==> src/common/gdo_pkg.sv <==
// constants, types and helpers shared by the general-purpose pin port
// assumes one clock domain and a synchronous active-high reset
package gdo_pkg;

    localparam int PIN_COUNT = 24;
    localparam int WORD_W = 32;
    localparam int ADDR_W = 8;

    // register numbers, as software addresses them
    localparam logic [7:0] REG_DIR = 8'h16;
    localparam logic [7:0] REG_DIR_INIT = 8'h17;
    localparam logic [7:0] REG_OUT = 8'h18;
    localparam logic [7:0] REG_OUT_INIT = 8'h19;
    localparam logic [7:0] REG_IN = 8'h1a;

    // power-on contents of the initial-value registers and of the read data register
    localparam logic [23:0] DIR_INIT_RST = 24'h01_42cc;
    localparam logic [23:0] OUT_INIT_RST = 24'h00_0000;
    localparam logic [31:0] RDATA_RST = 32'h0000_0000;

    // field positions of the pins that variants take away
    localparam int GROUP_B_PIN0 = 8;
    localparam int GROUP_B_PIN5 = 13;
    localparam int GROUP_C_PIN5 = 21;
    localparam int GROUP_C_PIN6 = 22;

    localparam logic [23:0] ALL_PINS = 24'hff_ffff;
    localparam logic [23:0] REDUCED_MASK = 24'h20_0100;
    localparam logic [23:0] EXTENDED_MASK = 24'h60_2100;

    typedef enum logic [1:0] {
        gdo_var_full = 2'b00,
        gdo_var_reduced = 2'b01,
        gdo_var_extended = 2'b10
    } gdo_variant_t;

    typedef enum logic [1:0] {
        gdo_st_boot = 2'b00,
        gdo_st_load = 2'b01,
        gdo_st_run = 2'b11
    } gdo_state_t;

    // bits that software may steer on a given build
    function automatic logic [23:0] gdo_keep_mask(input gdo_variant_t v);
        logic [23:0] m;
        m = ALL_PINS;
        case (v)
            gdo_var_reduced: m = ~REDUCED_MASK;
            gdo_var_extended: m = ~EXTENDED_MASK;
            default: m = ALL_PINS;
        endcase
        return m;
    endfunction

endpackage

==> src/design/gdo_port.sv <==
// 24-pin general-purpose port: direction, output latch, initial values, input levels
// assumes register requests and alternate-function controls come from logic on clk
//
// What this block does
// - direction word: C pins 23..16, B 15..8, A 7..0
// - direction bit one makes pin output
// - resets copy initial direction, default 000142CC
// - latch bit one drives output pin high
// - resets copy initial latch, default zero
// - reduced build: C5, B0 not controllable
// - extended build: also C6, B5 locked
// - input register reads live pin levels
// - input register takes any value, no default
// - alternate function overrides direction and latch
`timescale 1ns/100ps
module gdo_port #(
    parameter gdo_pkg::gdo_variant_t VARIANT = gdo_pkg::gdo_var_full,
    parameter int PINS = gdo_pkg::PIN_COUNT
) (
    input wire logic clk,
    input wire logic sys_rst,
    input wire logic soft_rst,
    input wire logic reg_wr_en,
    input wire logic reg_rd_en,
    input wire logic [gdo_pkg::ADDR_W-1:0] reg_addr,
    input wire logic [gdo_pkg::WORD_W-1:0] reg_wdata,
    output logic [gdo_pkg::WORD_W-1:0] reg_rdata,
    output logic reg_rvalid,
    output logic reg_err,
    output logic reg_busy,
    input wire logic [PINS-1:0] alt_en,
    input wire logic [PINS-1:0] alt_out,
    input wire logic [PINS-1:0] alt_dir,
    input wire logic [PINS-1:0] pin_in,
    output logic [PINS-1:0] pin_out,
    output logic [PINS-1:0] pin_oe_n
);

    localparam logic [23:0] KEEP = gdo_pkg::gdo_keep_mask(VARIANT);
    localparam logic [7:0] UPPER_ZERO = 8'h00;

    gdo_pkg::gdo_state_t state_q;
    gdo_pkg::gdo_state_t state_d;

    logic [PINS-1:0] dir_q;
    logic [PINS-1:0] dir_d;
    logic [PINS-1:0] dir_init_q;
    logic [PINS-1:0] dir_init_d;
    logic [PINS-1:0] out_q;
    logic [PINS-1:0] out_d;
    logic [PINS-1:0] out_init_q;
    logic [PINS-1:0] out_init_d;
    logic [PINS-1:0] pin_sync;
    logic [gdo_pkg::WORD_W-1:0] rdata_q;
    logic [gdo_pkg::WORD_W-1:0] rdata_d;
    logic rvalid_q;
    logic err_q;

    // address decode
    wire running_w = (state_q == gdo_pkg::gdo_st_run);
    wire hit_dir_w = (reg_addr == gdo_pkg::REG_DIR);
    wire hit_dir_init_w = (reg_addr == gdo_pkg::REG_DIR_INIT);
    wire hit_out_w = (reg_addr == gdo_pkg::REG_OUT);
    wire hit_out_init_w = (reg_addr == gdo_pkg::REG_OUT_INIT);
    wire hit_in_w = (reg_addr == gdo_pkg::REG_IN);
    wire hit_any_w = hit_dir_w | hit_dir_init_w | hit_out_w | hit_out_init_w | hit_in_w;
    // requests during the reload window are dropped, reg_busy tells software
    wire wr_ok_w = reg_wr_en & running_w & ~soft_rst;
    wire rd_ok_w = reg_rd_en & running_w;
    wire [PINS-1:0] wdata_w = reg_wdata[PINS-1:0];
    wire loading_w = (state_q == gdo_pkg::gdo_st_load);

    // state machine: boot after hard reset, load copies the initial values
    always_comb begin
        state_d = state_q;
        case (state_q)
            gdo_pkg::gdo_st_boot: state_d = gdo_pkg::gdo_st_load;
            gdo_pkg::gdo_st_load: state_d = gdo_pkg::gdo_st_run;
            gdo_pkg::gdo_st_run: state_d = soft_rst ? gdo_pkg::gdo_st_load : gdo_pkg::gdo_st_run;
            default: state_d = gdo_pkg::gdo_st_boot;
        endcase
    end

    always_ff @(posedge clk) begin
        if (sys_rst) begin
            state_q <= gdo_pkg::gdo_st_boot;
        end else begin
            state_q <= state_d;
        end
    end

    // reserved pins of the build are forced to input with a low latch
    assign dir_d = loading_w ? (dir_init_q & KEEP[PINS-1:0])
                 : (wr_ok_w && hit_dir_w) ? (wdata_w & KEEP[PINS-1:0]) : dir_q;
    assign out_d = loading_w ? (out_init_q & KEEP[PINS-1:0])
                 : (wr_ok_w && hit_out_w) ? (wdata_w & KEEP[PINS-1:0]) : out_q;
    assign dir_init_d = (wr_ok_w && hit_dir_init_w) ? wdata_w : dir_init_q;
    assign out_init_d = (wr_ok_w && hit_out_init_w) ? wdata_w : out_init_q;

    // live registers are reloaded in the load state, so reset only parks them
    always_ff @(posedge clk) begin
        if (sys_rst) begin
            dir_q <= '0;
            out_q <= '0;
        end else begin
            dir_q <= dir_d;
            out_q <= out_d;
        end
    end

    // initial-value registers stand in for non-volatile storage: only power-on resets them
    always_ff @(posedge clk) begin
        if (sys_rst) begin
            dir_init_q <= gdo_pkg::DIR_INIT_RST;
            out_init_q <= gdo_pkg::OUT_INIT_RST;
        end else begin
            dir_init_q <= dir_init_d;
            out_init_q <= out_init_d;
        end
    end

    gdo_pin_sync #(
        .WIDTH(PINS)
    ) u_sync (
        .clk(clk),
        .async_in(pin_in),
        .sync_out(pin_sync)
    );

    // read mux; the input word is pure observation, any value is legal
    wire [PINS-1:0] rd_sel_w = hit_dir_w ? dir_q
                             : hit_dir_init_w ? dir_init_q
                             : hit_out_w ? out_q
                             : hit_out_init_w ? out_init_q
                             : hit_in_w ? pin_sync : '0;
    assign rdata_d = rd_ok_w ? {UPPER_ZERO, rd_sel_w} : rdata_q;
    // writing the input word or an unknown number is flagged
    wire rd_bad_w = rd_ok_w & ~hit_any_w;
    wire wr_bad_w = wr_ok_w & (~hit_any_w | hit_in_w);

    always_ff @(posedge clk) begin
        if (sys_rst) begin
            rdata_q <= gdo_pkg::RDATA_RST;
            rvalid_q <= 1'b0;
            err_q <= 1'b0;
        end else begin
            rdata_q <= rdata_d;
            rvalid_q <= rd_ok_w;
            err_q <= rd_bad_w | wr_bad_w;
        end
    end

    assign reg_rdata = rdata_q;
    assign reg_rvalid = rvalid_q;
    assign reg_err = err_q;
    assign reg_busy = ~running_w;

    gdo_pin_drive #(
        .WIDTH(PINS)
    ) u_drive (
        .dir(dir_q),
        .latch(out_q),
        .alt_en(alt_en),
        .alt_out(alt_out),
        .alt_dir(alt_dir),
        .pin_out(pin_out),
        .pin_oe_n(pin_oe_n)
    );
endmodule

==> src/design/gdo_pin_sync.sv <==
// two-stage synchroniser for the pin levels
// assumes pins are asynchronous to clk; data only, so no reset
`timescale 1ns/100ps
module gdo_pin_sync #(
    parameter int WIDTH = 24
) (
    input wire logic clk,
    input wire logic [WIDTH-1:0] async_in,
    output logic [WIDTH-1:0] sync_out
);

    logic [WIDTH-1:0] meta_q;
    logic [WIDTH-1:0] sync_q;

    // first stage feeds only the second stage
    always_ff @(posedge clk) begin
        meta_q <= async_in;
        sync_q <= meta_q;
    end

    assign sync_out = sync_q;

endmodule

==> src/design/gdo_pin_drive.sv <==
// per-pin output mux: alternate function, direction and latch
// assumes all inputs come from flops on the same clock
`timescale 1ns/100ps
module gdo_pin_drive #(
    parameter int WIDTH = 24
) (
    input wire logic [WIDTH-1:0] dir,
    input wire logic [WIDTH-1:0] latch,
    input wire logic [WIDTH-1:0] alt_en,
    input wire logic [WIDTH-1:0] alt_out,
    input wire logic [WIDTH-1:0] alt_dir,
    output logic [WIDTH-1:0] pin_out,
    output logic [WIDTH-1:0] pin_oe_n
);

    genvar i;
    generate
        for (i = 0; i < WIDTH; i++) begin : g_pin
            wire drive_w = alt_en[i] ? alt_dir[i] : dir[i];
            // undriven pins still present the latch, or alt_out when alt_en is set, so nothing floats internally
            assign pin_out[i] = alt_en[i] ? alt_out[i] : latch[i];
            assign pin_oe_n[i] = ~drive_w;
        end
    endgenerate

endmodule

==> config.mk <==
export PLATFORM = sky130hd
export DESIGN_NAME = gdo_port
export DESIGN_NICKNAME = d
export VERILOG_FILES = /design/src/common/gdo_pkg.sv /design/src/design/gdo_port.sv /design/src/design/gdo_pin_sync.sv /design/src/design/gdo_pin_drive.sv
export SDC_FILE = /design/constraint.sdc
export NUM_CORES = 1
export LEC_CHECK = 0
export CAP_MARGIN = 20
export CORE_ASPECT_RATIO = 0.9
export CORE_MARGIN = 2
export CORE_UTILIZATION = 68
export DETAILED_ROUTE_END_ITERATION = 6
export DONT_BUFFER_PORTS = 1
export PLACE_DENSITY = 0.84
export SYNTH_ARGS = -nofsm -noshare
export SYNTH_HDL_FRONTEND = slang
export SYNTH_SLANG_ARGS = --single-unit
export TNS_END_PERCENT = 10
==> constraint.sdc <==
create_clock -name clk -period 3.67 [get_ports clk]
set_input_delay 0.1835 -clock clk [delete_from_list [all_inputs] [get_ports clk]]
set_output_delay 0.1835 -clock clk [all_outputs]
set_load 0.005 [all_outputs]
== Word-level counts from Yosys, hierarchy flattened ==
Index checks and enable logic that the tools add are counted.

* Register bits after elaboration: 172
* Output and inout bits: 83
* Word-level logic and storage cells: 121

* Equality and inequality tests: 7
* Muxes and demuxes: 59
* Bitwise logic cells: 38
* Reductions and logical operators: 7

{| class="wikitable"
|+ Operators with widths
! kind !! number
|-
| two-way mux 24 bit || 9
|-
| two-way mux 1 bit || 48
|-
| == test 8 x 5 -> 1 bit (second input constant) || 5
|-
| inverter 1 bit || 27
|-
| bitwise OR 1 bit || 6
|-
| case mux 2 bit (3 select lines) || 1
|-
| AND 1 bit || 5
|-
| logical AND 1 bit || 4
|-
| nonzero test 2 bit || 2
|-
| == test 2 x 1 -> 1 bit (second input constant) || 1
|-
| == test 2 bit (second input constant) || 1
|-
| zero test 2 bit || 1
|-
| two-way mux 2 bit || 1
|}

== Longest topological paths before layout ==
Gate-level depths: netlist (run 1).

* Depth after elaboration: 9
* Depth in mapped cells: 7
* Mapped depth without buffers: 4

== Hierarchy ==
From an unflattened synthesis (run 1), not the netlist that was laid out.

* Cells, all modules: 785
* Area, all modules: 7200.7 µm²

{| class="wikitable"
|+ Modules (own cells, without submodules)
! module !! instances !! cells an instance !! area an instance (µm²) !! sequential area each (µm²)
|-
| gdo_port || 1 || 689 || 5639.2 || 2482.4
|-
| gdo_pin_sync || 1 || 48 || 960.9 || 960.9
|-
| gdo_pin_drive || 1 || 48 || 600.6 || 0.0
|}

== Worst setup path after synthesis (run 1) ==
No wires, ideal clock.

* Path kind: input to register
* Start: in reg_addr[7] (netlist name)
* End: reg rdata_q, in the netlist reg_rdata[10]
* Library setup time: 0.122 ns
* Arrival time: 1.797 ns
* Data required time: 3.548 ns
* Path slack: 1.751 ns
* Stages on the path: 6
* Buffers on the path: 2
* Path through: or4b_1 buf_2 or4_1 buf_2 o21ai_1 a21oi_1

* Cells in the longest elaborated chain, start to end: 6
* Elaborated cells between the ends (all ways): 10
* Those cells by class: eq/ne (5); mux (5)

{| class="wikitable"
|+ RTL lines
! what !! RTL line !! text
|-
| from (decl) || gdo_port.sv:25 || <nowiki>input wire logic [gdo_pkg::ADDR_W-1:0] reg_addr,</nowiki>
|-
| == test 8 x 5 -> 1 bit || gdo_port.sv:65 || <nowiki>wire hit_in_w = (reg_addr == gdo_pkg::REG_IN);</nowiki>
|-
| two-way mux 24 bit || gdo_port.sv:135 || <nowiki>: hit_in_w ? pin_sync : '0;</nowiki>
|-
| two-way mux 24 bit || gdo_port.sv:134 || <nowiki>: hit_out_init_w ? out_init_q</nowiki>
|-
| two-way mux 24 bit || gdo_port.sv:133 || <nowiki>: hit_out_w ? out_q</nowiki>
|-
| two-way mux 24 bit || gdo_port.sv:132 || <nowiki>: hit_dir_init_w ? dir_init_q</nowiki>
|-
| two-way mux 24 bit (*) || gdo_port.sv:131 || <nowiki>wire [PINS-1:0] rd_sel_w = hit_dir_w ? dir_q</nowiki>
|-
| to (signal assigned) || gdo_port.sv:143 || <nowiki>rdata_q <= gdo_pkg::RDATA_RST;</nowiki>
|-
| to (signal assigned) || gdo_port.sv:147 || <nowiki>rdata_q <= rdata_d;</nowiki>
|-
| to (decl) || gdo_port.sv:54 || <nowiki>logic [gdo_pkg::WORD_W-1:0] rdata_q;</nowiki>
|}

Mark *: on every way between the ends. The rest lies on a longest branch, timed or not.
A chain may end at the register's enable or synchronous reset.

== Final worst setup path (run 1) ==
* Start: reg state_q[0]
* End: reg out_init_q[8]

* Cells in the longest elaborated chain, start to end: 4

{| class="wikitable"
|+ RTL lines
! what !! RTL line !! text
|-
| from (decl) || gdo_port.sv:42 || <nowiki>gdo_pkg::gdo_state_t state_q;</nowiki>
|-
| from (signal assigned) || gdo_port.sv:86 || <nowiki>state_q <= gdo_pkg::gdo_st_boot;</nowiki>
|-
| from (signal assigned) || gdo_port.sv:88 || <nowiki>state_q <= state_d;</nowiki>
|-
| == test 2 bit || gdo_port.sv:60 || <nowiki>wire running_w = (state_q == gdo_pkg::gdo_st_run);</nowiki>
|-
| AND 1 bit (2 in a row) || gdo_port.sv:68 || <nowiki>wire wr_ok_w = reg_wr_en & running_w & ~soft_rst;</nowiki>
|-
| logical AND 1 bit || gdo_port.sv:98 || <nowiki>assign out_init_d = (wr_ok_w && hit_out_init_w) ? wdata_w : out_init_q;</nowiki>
|-
| to (signal assigned) || gdo_port.sv:115 || <nowiki>out_init_q <= gdo_pkg::OUT_INIT_RST;</nowiki>
|-
| to (signal assigned) || gdo_port.sv:118 || <nowiki>out_init_q <= out_init_d;</nowiki>
|-
| to (decl) || gdo_port.sv:51 || <nowiki>logic [PINS-1:0] out_init_q;</nowiki>
|}

No other way between the ends.

==> impl_metrics.csv, run 1 <==
group,metric,value,unit
status,outcome,"finished, violations left",
status,violations,"hold timing",
clock_tree,ctsResizeCount,0,
grt,grt_overflow,0,
layout,utilization,80.13,%
grt,grtUsageTotal,35.25,%
layout,num_antenna_cells,0,
worst_hold_path,holdPathStages,3,
place,numPortBuffers,0,
layout,nets,1036,
critical_path,crit_required,4.05,ns
power_and_ir_drop,p_leak,3.151,nW
logic_synthesis,synth-simple-area-share,18.74,%
layout,final-instance-count-excl-fill,1041,
clock_tree,postCtsHoldBufs,52,
layout,final_cell_mix,"dfxtp_1 (172), nand2_1 (145), a21oi_1 (138)",
layout,final_area,8626,um^2
worst_hold_path,min_path_type,"input port to flip-flop",
layout,layout-drive-gt1-share,8.480,%
clock_tree,cts_setup_buffers,0,
critical_path,rrSetupSlack,1.12,ns
clock_tree,cts_sinks,172,
critical_path,slowest_stage,"and4_1",
grt,use_met2,58.79,%
clock_tree,cts_tree,"done",
route,routed_wirelength,21.22,mm
die,rows,36,
critical_path,critPathArrivalTime,2.92,ns
critical_path,critPathMaxStageDelay,0.60,ns
grt,antenna_found_initial,0,
critical_path,crit_chain,"and4b_1, and4_1, buf_4, nand2_1, a21oi_1, dlygate4sd3_1",
logic_synthesis,synthesis.area,7483,um^2
clock_tree,cts_root_buffer,"clkbuf_16",
route,viasPerCell,6.443,
place,hpwlAfterDp,12.06,mm
critical_path,end_kind,"flip-flop",
logic_synthesis,synth_largest_area_cell,"dfxtp_1",
worst_hold_path,min_from,"reg_addr[0]",
critical_path,crit_type,"flip-flop to flip-flop",
worst_hold_path,hold-path-endpoint,"reg_rdata[21]$_SDFFE_PP0P_",
die,core-area,10770,um^2
grt,grt_pass1_vias,6724,
clock_tree,cts_buffer_depth,2,
timing,rsz0062_at_grt,"false",
power_and_ir_drop,ir_worst_vdd,409.2,uV
die,io_pins,224,
route,vias,6707,
power_and_ir_drop,power.total,4.213,mW
critical_path,cp_max_fo,13,
critical_path,rr_startpoint,"state_q[0]$_SDFF_PP0_",
critical_path,critPathTopFamily,"simple AND/OR/NAND/NOR gates",
logic_synthesis,synthCells,879,
logic_synthesis,synth_xor_area_share,0,%
critical_path,reg2reg_to,"out_init_q[8]$_SDFFE_PP0P_",
route,drc,0,
place,post_dp_cell_area,7433,um^2
job,max_cap_violations,0,
logic_synthesis,synth_area_leaders,"dfxtp_1 (46%), a21oi_1 (9.2%), nand2_1 (7.3%)",
timing,period_share,69.40,%
logic_synthesis,ys_warn_count,0,
logic_synthesis,avgSynthCellArea,8.514,um^2
grt,grt_pass1_wl,32.58,mm
timing,finalSetupViolCount,0,
clock_tree,clock_latency,0.43,ns
place,pre_cts_slack,1.086,ns
die,die_y,103.5,um
die,initial_utilization,69.51,%
logic_synthesis,seq_area_frac_synth,46.01,%
critical_path,reg2regPathDepth,6,
timing,setup_ws,1.123,ns
logic_synthesis,netlist-cell-type-count,38,
critical_path,cp.depth,6,
route,post_drt_wl_per_cell,20.38,um
logic_synthesis,yosysTopAreaCellShare,46.01,%
route,drt_iter0_drc,725,
timing,clock-skew-final,0.008900,ns
power_and_ir_drop,p_per_area,488.5,nW/um^2
timing,slew_violations,0,
timing,slew_headroom,30.41,%
logic_synthesis,synth-seq-cells,172,
timing,worst_slew_pin_slew,1.044,ns
die,die_w,114.6,um
layout,final_common_cell,"dfxtp_1",
grt,grt_max_degree,125,
route,drtAntennaViolNets,0,
clock_tree,clkSlewWorstSetupHoldPaths,0.07,ns
clock_tree,numCtsBuffers,17,
grt,grt_most_used_layer,"met2",
place,gp_congestion,0.8172,
logic_synthesis,synth_top_family_by_area,"compound AO/OA/AOI/OAI gates",
timing,hold_viol_final,1,
critical_path,path_buf_inv,2,
grt,met3_usage,10.06,%
timing,fmax,392.6,MHz
route,dr.pass1.iters,5,
logic_synthesis,synthMuxAreaShare,10.03,%
timing,tns,0,ns
grt,use_met1,40.24,%
die,die_area,11860,um^2
layout,syn_to_final_growth,15.26,%
logic_synthesis,synth_fa_ha_area_share,0,%
timing,hold_slack,-0.001175,ns
timing,fin_crit,2.547,ns
logic_synthesis,synth-compound-area-share,18.91,%
clock_tree,htreeDepth,4,
place,placedCellCount,956,
critical_path,critPathLaunchType,"flip-flop",
## power by group
| part | internal [mW] | switching, mW | total, mW |
|---|---|---|---|
| clock network | 1.17 | 0.733 | 1.90 |
| registers | 1.95 | 0.0551 | 2.00 |
| logic | 0.143 | 0.164 | 0.307 |
## state kept, by name, indices dropped and copies added, names as in the netlist
name             flops
reg_err              1
u_sync.sync_out     24
u_sync.meta_q       24
reg_rvalid           1
dir_init_q          24
state_q              2
reg_rdata           24
out_init_q          24
out_q               24
dir_q               24
## routing by layer
metal,wire length [um],up-vias,part of all wire [%]
li1,-,3054,-
met1,7870,3170,37
met2,10660,412,50
met3,1999,71,9.4
met4,683,0,3.2
met5,0,-,0
## cell usage after synthesis
| library cell | count |
|---|---|
| dfxtp_1 | 172 |
| nand2_1 | 145 |
| nor2b_1 | 26 |
| inv_1 | 29 |
| and4_1 | 1 |
| buf_6 | 2 |
| nand3_1 | 1 |
| and4b_1 | 1 |
| nor4_2 | 1 |
| o211ai_1 | 21 |
| nor4_4 | 1 |
| o21ai_0 | 1 |
| a221oi_1 | 1 |
| o21ai_1 | 24 |
| nand4b_1 | 1 |
| or4b_4 | 1 |
| o221ai_1 | 3 |
| buf_4 | 8 |
| a21oi_1 | 138 |
| nor4b_1 | 1 |
| a311oi_1 | 24 |
| a211oi_1 | 25 |
| conb_1 | 1 |
| mux2_2 | 24 |
| or4b_1 | 1 |
| a31o_2 | 1 |
| buf_1 | 1 |
| nand2b_1 | 47 |
| nor3_4 | 1 |
| buf_8 | 2 |
| or4_1 | 1 |
| mux2i_1 | 48 |
| nand4_1 | 3 |
| and3b_1 | 1 |
| nand3b_1 | 8 |
| clkbuf_1 | 54 |
| nor2_1 | 51 |
| buf_2 | 8 |
## worst max-delay path by stage
| stage | start | end | slack (ns) |
|---|---|---|---|
| after CTS | state_q[0]$_SDFF_PP0_ | out_init_q[8]$_SDFFE_PP0P_ | 1.16 |
| after detailed placement | reg_addr[7] | reg_rdata[9]$_SDFFE_PP0P_ | 1.09 |
| final | state_q[0]$_SDFF_PP0_ | out_init_q[8]$_SDFFE_PP0P_ | 1.12 |
| after global placement | reg_addr[7] | reg_rdata[22]$_SDFFE_PP0P_ | 1.19 |
| after floorplan | reg_addr[7] | reg_rdata[10]$_SDFFE_PP0P_ | 1.75 |
| after global routing | state_q[0]$_SDFF_PP0_ | out_init_q[8]$_SDFFE_PP0P_ | 0.98 |
## final cells by class
class                   count  area, um^2
multi-input cells         610        3625
clock buffers              21       460.4
repair buffers             65       655.6
inverters                  29       108.9
flip-flops and latches    172        3443
well taps                 133       166.4
fillers                   673        2140
clock inverters            11       166.4
## cells by family (layout without fill, tap and decap cells)
kind of cell,count (synthesis),after routing
DFF,172,172
other,1,8
AOI/OAI and AO/OA,238,238
buffers and inverters,104,126
muxes,72,72
and+or+nand+nor,292,292
## worst min-delay path: stages
cell and delay (ns):
a21oi_1 0.05, o211ai_1 0.09, a21oi_1 0.06
Note: power is estimated with default switching activity, not from simulation.
==> run 2: changes to the inputs <==
Settings changed: CORE_UTILIZATION 68 to 57, PLACE_DENSITY 0.84 to 0.75.
Clock period 3.67 ns to 2.32 ns, I/O delays scaled along.
==> impl_metrics.csv, run 2 (synthesized netlist as in run 1, its figures left out) <==
group,metric,value,unit
route,drtAntennaViolNets,0,
timing,rsz0062_at_grt,"false",
die,core-area,12740,um^2
timing,slew_headroom,44.23,%
timing,hold_viol_final,0,
worst_hold_path,min_path_type,"input port to flip-flop",
layout,final_common_cell,"dfxtp_1",
power_and_ir_drop,netSwitchingFraction,23.18,%
power_and_ir_drop,p_per_area,762.3,nW/um^2
power_and_ir_drop,power.total,6.706,mW
timing,hold_slack,0.01608,ns
clock_tree,clkSlewWorstSetupHoldPaths,0.07,ns
grt,grt_max_degree,122,
grt,grt_pass1_vias,6637,
timing,fmax,446.2,MHz
critical_path,slowest_stage,"dlygate4sd3_1",
route,drc,0,
critical_path,path_buf_inv,2,
critical_path,cp_max_fo,24,
critical_path,crit_type,"flip-flop to flip-flop",
clock_tree,htreeDepth,4,
grt,grt_overflow,0,
timing,clock-skew-final,0.01046,ns
die,io_pins,224,
timing,slew_violations,0,
route,routed_wirelength,20.99,mm
clock_tree,cts_sinks,172,
power_and_ir_drop,clock_power_share,45.1,%
die,die_w,124.8,um
timing,period_share,96.60,%
die,initial_utilization,58.76,%
clock_tree,cts_tree,"done",
power_and_ir_drop,p_leak,3.214,nW
route,post_drt_wl_per_cell,19.40,um
route,drt_iter0_drc,651,
clock_tree,cts_root_buffer,"clkbuf_16",
die,die_y,112.7,um
status,outcome,"completed",
layout,num_antenna_cells,0,
power_and_ir_drop,comb_power_share,7.7,%
layout,utilization,69.07,%
place,numPortBuffers,0,
clock_tree,ctsResizeCount,0,
route,vias,6643,
place,gp_congestion,0.8574,
job,max_cap_violations,0,
critical_path,critPathMaxStageDelay,0.58,ns
timing,fin_crit,2.241,ns
grt,antenna_found_initial,0,
layout,syn_to_final_growth,17.56,%
critical_path,crit_required,2.69,ns
power_and_ir_drop,p_switching,1.554,mW
clock_tree,numCtsBuffers,17,
critical_path,critPathArrivalTime,2.61,ns
die,die_area,14060,um^2
place,hpwlAfterDp,11.74,mm
route,dr.pass1.iters,7,
critical_path,critPathLaunchType,"flip-flop",
route,viasPerCell,6.140,
layout,layout-drive-gt1-share,9.041,%
layout,nets,1046,
clock_tree,cts_buffer_depth,2,
timing,worst_slew_pin_slew,0.8249,ns
critical_path,end_kind,"flip-flop",
clock_tree,clock_latency,0.43,ns
layout,final_cell_mix,"dfxtp_1 (172), nand2_1 (145), a21oi_1 (138)",
grt,grtUsageTotal,29.92,%
timing,finalSetupViolCount,0,
timing,tns,0,ns
critical_path,critPathTopFamily,"buffers and inverters",
power_and_ir_drop,power_frac_seq,47.2,%
power_and_ir_drop,p_int,5.152,mW
power_and_ir_drop,ir_worst_vdd,533.9,uV
clock_tree,cts_setup_buffers,0,
grt,grt_pass1_wl,33.55,mm
critical_path,crit_chain,"and4b_1, and4_1, buf_4, nand2_1, a21oi_1, dlygate4sd3_1",
die,rows,39,
run 2: what timing repair did:
action,CTS,global route
hold endpoints to repair,148,0
hold buffers,59,0
setup endpoints to repair,0,0
run 2: worst paths after layout:
kind	from	slack (ns)	to	cells after the start
max	state_q[0]$_SDFF_PP0_	0.08	out_init_q[3]$_SDFFE_PP0P_	6
min	reg_addr[1]	0.02	reg_rdata[12]$_SDFFE_PP0P_	4
max reg2reg	state_q[0]$_SDFF_PP0_	0.08	out_init_q[3]$_SDFFE_PP0P_	6
min reg2reg	u_sync.meta_q[14]$_DFF_P_	0.32	u_sync.sync_out[14]$_DFF_P_	0
run 2: power groups by stage:
stage | Combinational, mW | Clock, mW | Sequential, mW
CTS | 0.509 | 3.06 | 3.16
floorplan | 0.357 | 0 | 3.19
finish | 0.515 | 3.03 | 3.16
global route | 0.562 | 3.19 | 3.17
detailed placement | 0.353 | 0 | 3.23
global placement | 0.340 | 0 | 3.22
run 2: cell type report:
cell class,instances,area (um^2)
Clock inverter,14,192.7
Inverter,29,108.9
Clock buffer,18,439.2
Multi-Input combinational cell,610,3625
Sequential cell,172,3443
Timing Repair Buffer,75,783.3
Fill cell,960,3939
Tap cell,164,205.2
run 2: worst reg2reg max path: cells and delay by family (launching register included):
| kind | cells | cell delay [ns] |
|---|---|---|
| buffers and inverters | 2 | 0.92 |
| flip-flops | 1 | 0.48 |
| AND/OR/NAND/NOR | 3 | 0.61 |
| AO/OA/AOI/OAI | 1 | 0.16 |
run 2: stage by stage:
stage,std cells,area [um^2],setup WS (ns)
final,1082,8797,0.07887
after global routing,1082,8797,0.01643
after CTS,1082,8797,0.1922
after detailed placement,991,7540,0.4247
after global placement,991,7540,0.4959
after floorplan,886,7510,0.4685
run 2: metal layers:
layer  GRT usage (%)  wire length, um
met1           34.80             7883
met2           52.31            10540
met3           7.470             2064
met4           13.86              502
met5               0                0
==> run 3: changes to the inputs <==
Settings changed: CORE_MARGIN 2 to 5.
==> impl_metrics.csv, run 3 (synthesized netlist as in run 1, its figures left out) <==
group,metric,value,unit
timing,slew_headroom,39.40,%
layout,fill_cells,1020,
place,gp_congestion,0.7979,
grt,antenna_found_initial,0,
layout,layout-drive-gt1-share,8.942,%
power_and_ir_drop,p_per_area,759.8,nW/um^2
grt,grt_overflow,0,
grt,grt_max_degree,122,
clock_tree,clkSlewWorstSetupHoldPaths,0.06,ns
place,hpwlAfterDp,12.28,mm
route,dr.pass1.iters,5,
power_and_ir_drop,power.total,6.646,mW
die,core-area,12780,um^2
critical_path,critPathArrivalTime,2.57,ns
layout,final_cell_mix,"dfxtp_1 (172), nand2_1 (145), a21oi_1 (138)",
power_and_ir_drop,ir_worst_vdd,519.0,uV
layout,final_common_cell,"dfxtp_1",
layout,multi_input_area,3625,um^2
layout,num_antenna_cells,0,
clock_tree,cts_tree,"done",
die,die_area,15520,um^2
route,post_drt_wl_per_cell,20.06,um
critical_path,end_kind,"flip-flop",
layout,syn_to_final_growth,16.89,%
clock_tree,numCtsBuffers,17,
clock_tree,clock_latency,0.44,ns
critical_path,cp_max_fo,24,
critical_path,reg2reg_to,"out_init_q[9]$_SDFFE_PP0P_",
timing,slew_violations,0,
critical_path,reg2regPathDepth,6,
layout,final-instance-count-excl-fill,1081,
job,max_cap_violations,0,
route,viasPerCell,6.128,
critical_path,rrSetupSlack,0.13,ns
power_and_ir_drop,p_leak,3.214,nW
grt,grt_pass1_vias,6606,
timing,rsz0062_at_grt,"false",
timing,hold_viol_final,0,
clock_tree,cts_root_buffer,"clkbuf_16",
status,outcome,"completed",
timing,period_share,94.41,%
critical_path,crit_type,"flip-flop to flip-flop",
timing,clock-skew-final,0.006612,ns
die,die_y,118.7,um
die,rows,39,
clock_tree,htreeDepth,4,
die,io_pins,224,
clock_tree,cts_sinks,172,
critical_path,critPathLaunchType,"flip-flop",
route,routed_wirelength,21.69,mm
worst_hold_path,min_path_type,"input port to flip-flop",
place,placedCellCount,990,
grt,grtUsageTotal,27.66,%
grt,grt_pass1_wl,33.77,mm
timing,tns,0,ns
clock_tree,cts_buffer_depth,2,
critical_path,cp-startpoint,"state_q[0]$_SDFF_PP0_",
route,vias,6624,
route,drtAntennaViolNets,0,
die,die_w,130.8,um
critical_path,cp-endpoint,"out_init_q[9]$_SDFFE_PP0P_",
critical_path,rr_startpoint,"state_q[0]$_SDFF_PP0_",
place,numPortBuffers,0,
timing,fin_crit,2.190,ns
critical_path,crit_required,2.70,ns
timing,fmax,456.5,MHz
timing,finalSetupViolCount,0,
route,drc,0,
layout,nets,1046,
timing,worst_slew_pin_slew,0.8964,ns
route,drt_iter0_drc,591,
die,initial_utilization,58.53,%
layout,seq_area,3443,um^2
==> run 3: cell count changes in the layout (fill, tap and decap cells not counted), sizes merged <==
cell         previous run  this run
clkbuf                 18        24
dlygate4sd3            57        55
inv                    31        29
buf                    18        20
clkinv                  5         4
clkinvlp                3         0
bufinv                  4         3
==> run 3: worst max-delay path: stages (launching register included) <==
cell and delay (ns):
dfxtp_1 0.46, and4b_1 0.30, and4_1 0.21, buf_4 0.36, nand2_1 0.09, a21oi_1 0.13, dlygate4sd3_1 0.56
==> run 3: layout make-up <==
class / count / share of cell area, %
timing repair buffer: 75 / 8.611
sequential: 172 / 39.36
multi-input combinational: 610 / 41.44
clock buffer: 24 / 5.736
tap: 164 / 2.346
inverter: 29 / 1.244
clock inverter: 7 / 1.259
==> run 3: power breakdown <==
group          switching (mW)  internal (mW)
Sequential             0.0878           3.08
Clock                    1.15           1.82
Combinational           0.274          0.236
==> run 3: metal layers <==
layer,routed length (um),part of all wire (%),track usage (%),up-vias
met1,8431,39,33.13,3182
met5,0,0,0,-
li1,-,-,-,3062
met3,1923,8.9,7.533,46
met4,435,2.0,11.76,0
met2,10900,50,46.33,334
==> run 3: worst min path at each step <==
stage                 from                          to  slack, ns  cells after the start
2_1_floorplan    pin_in[0]    u_sync.meta_q[0]$_DFF_P_       0.14                      0
3_3_place_gp     pin_in[0]    u_sync.meta_q[0]$_DFF_P_       0.14                      0
3_5_place_dp     pin_in[0]    u_sync.meta_q[0]$_DFF_P_       0.14                      0
4_1_cts        reg_addr[1]  reg_rdata[18]$_SDFFE_PP0P_      0.002                      3
5_1_grt        reg_addr[1]   reg_rdata[3]$_SDFFE_PP0P_       0.01                      4
6_report       reg_addr[1]   reg_rdata[3]$_SDFFE_PP0P_       0.02                      4
==> run 3: through the flow <==
stage	hold slack, ns	worst slack [ns]	area, um^2	utilization [%]
global placement	0.1438	0.3287	7507	58.72
CTS	0.001833	0.03479	8725	68.24
detailed placement	0.1438	0.2817	7507	58.72
finish	0.02233	0.1297	8747	68.42
global route	0.01100	0.007280	8747	68.42
floorplan	0.1437	0.4685	7510	-
==> run 3: what timing repair did <==
item | in CTS | in global routing
resized for setup | 0 | 0
hold endpoints to repair | 148 | 0
hold buffers | 57 | 0
setup buffers | 0 | 3
setup endpoints to repair | 0 | 1
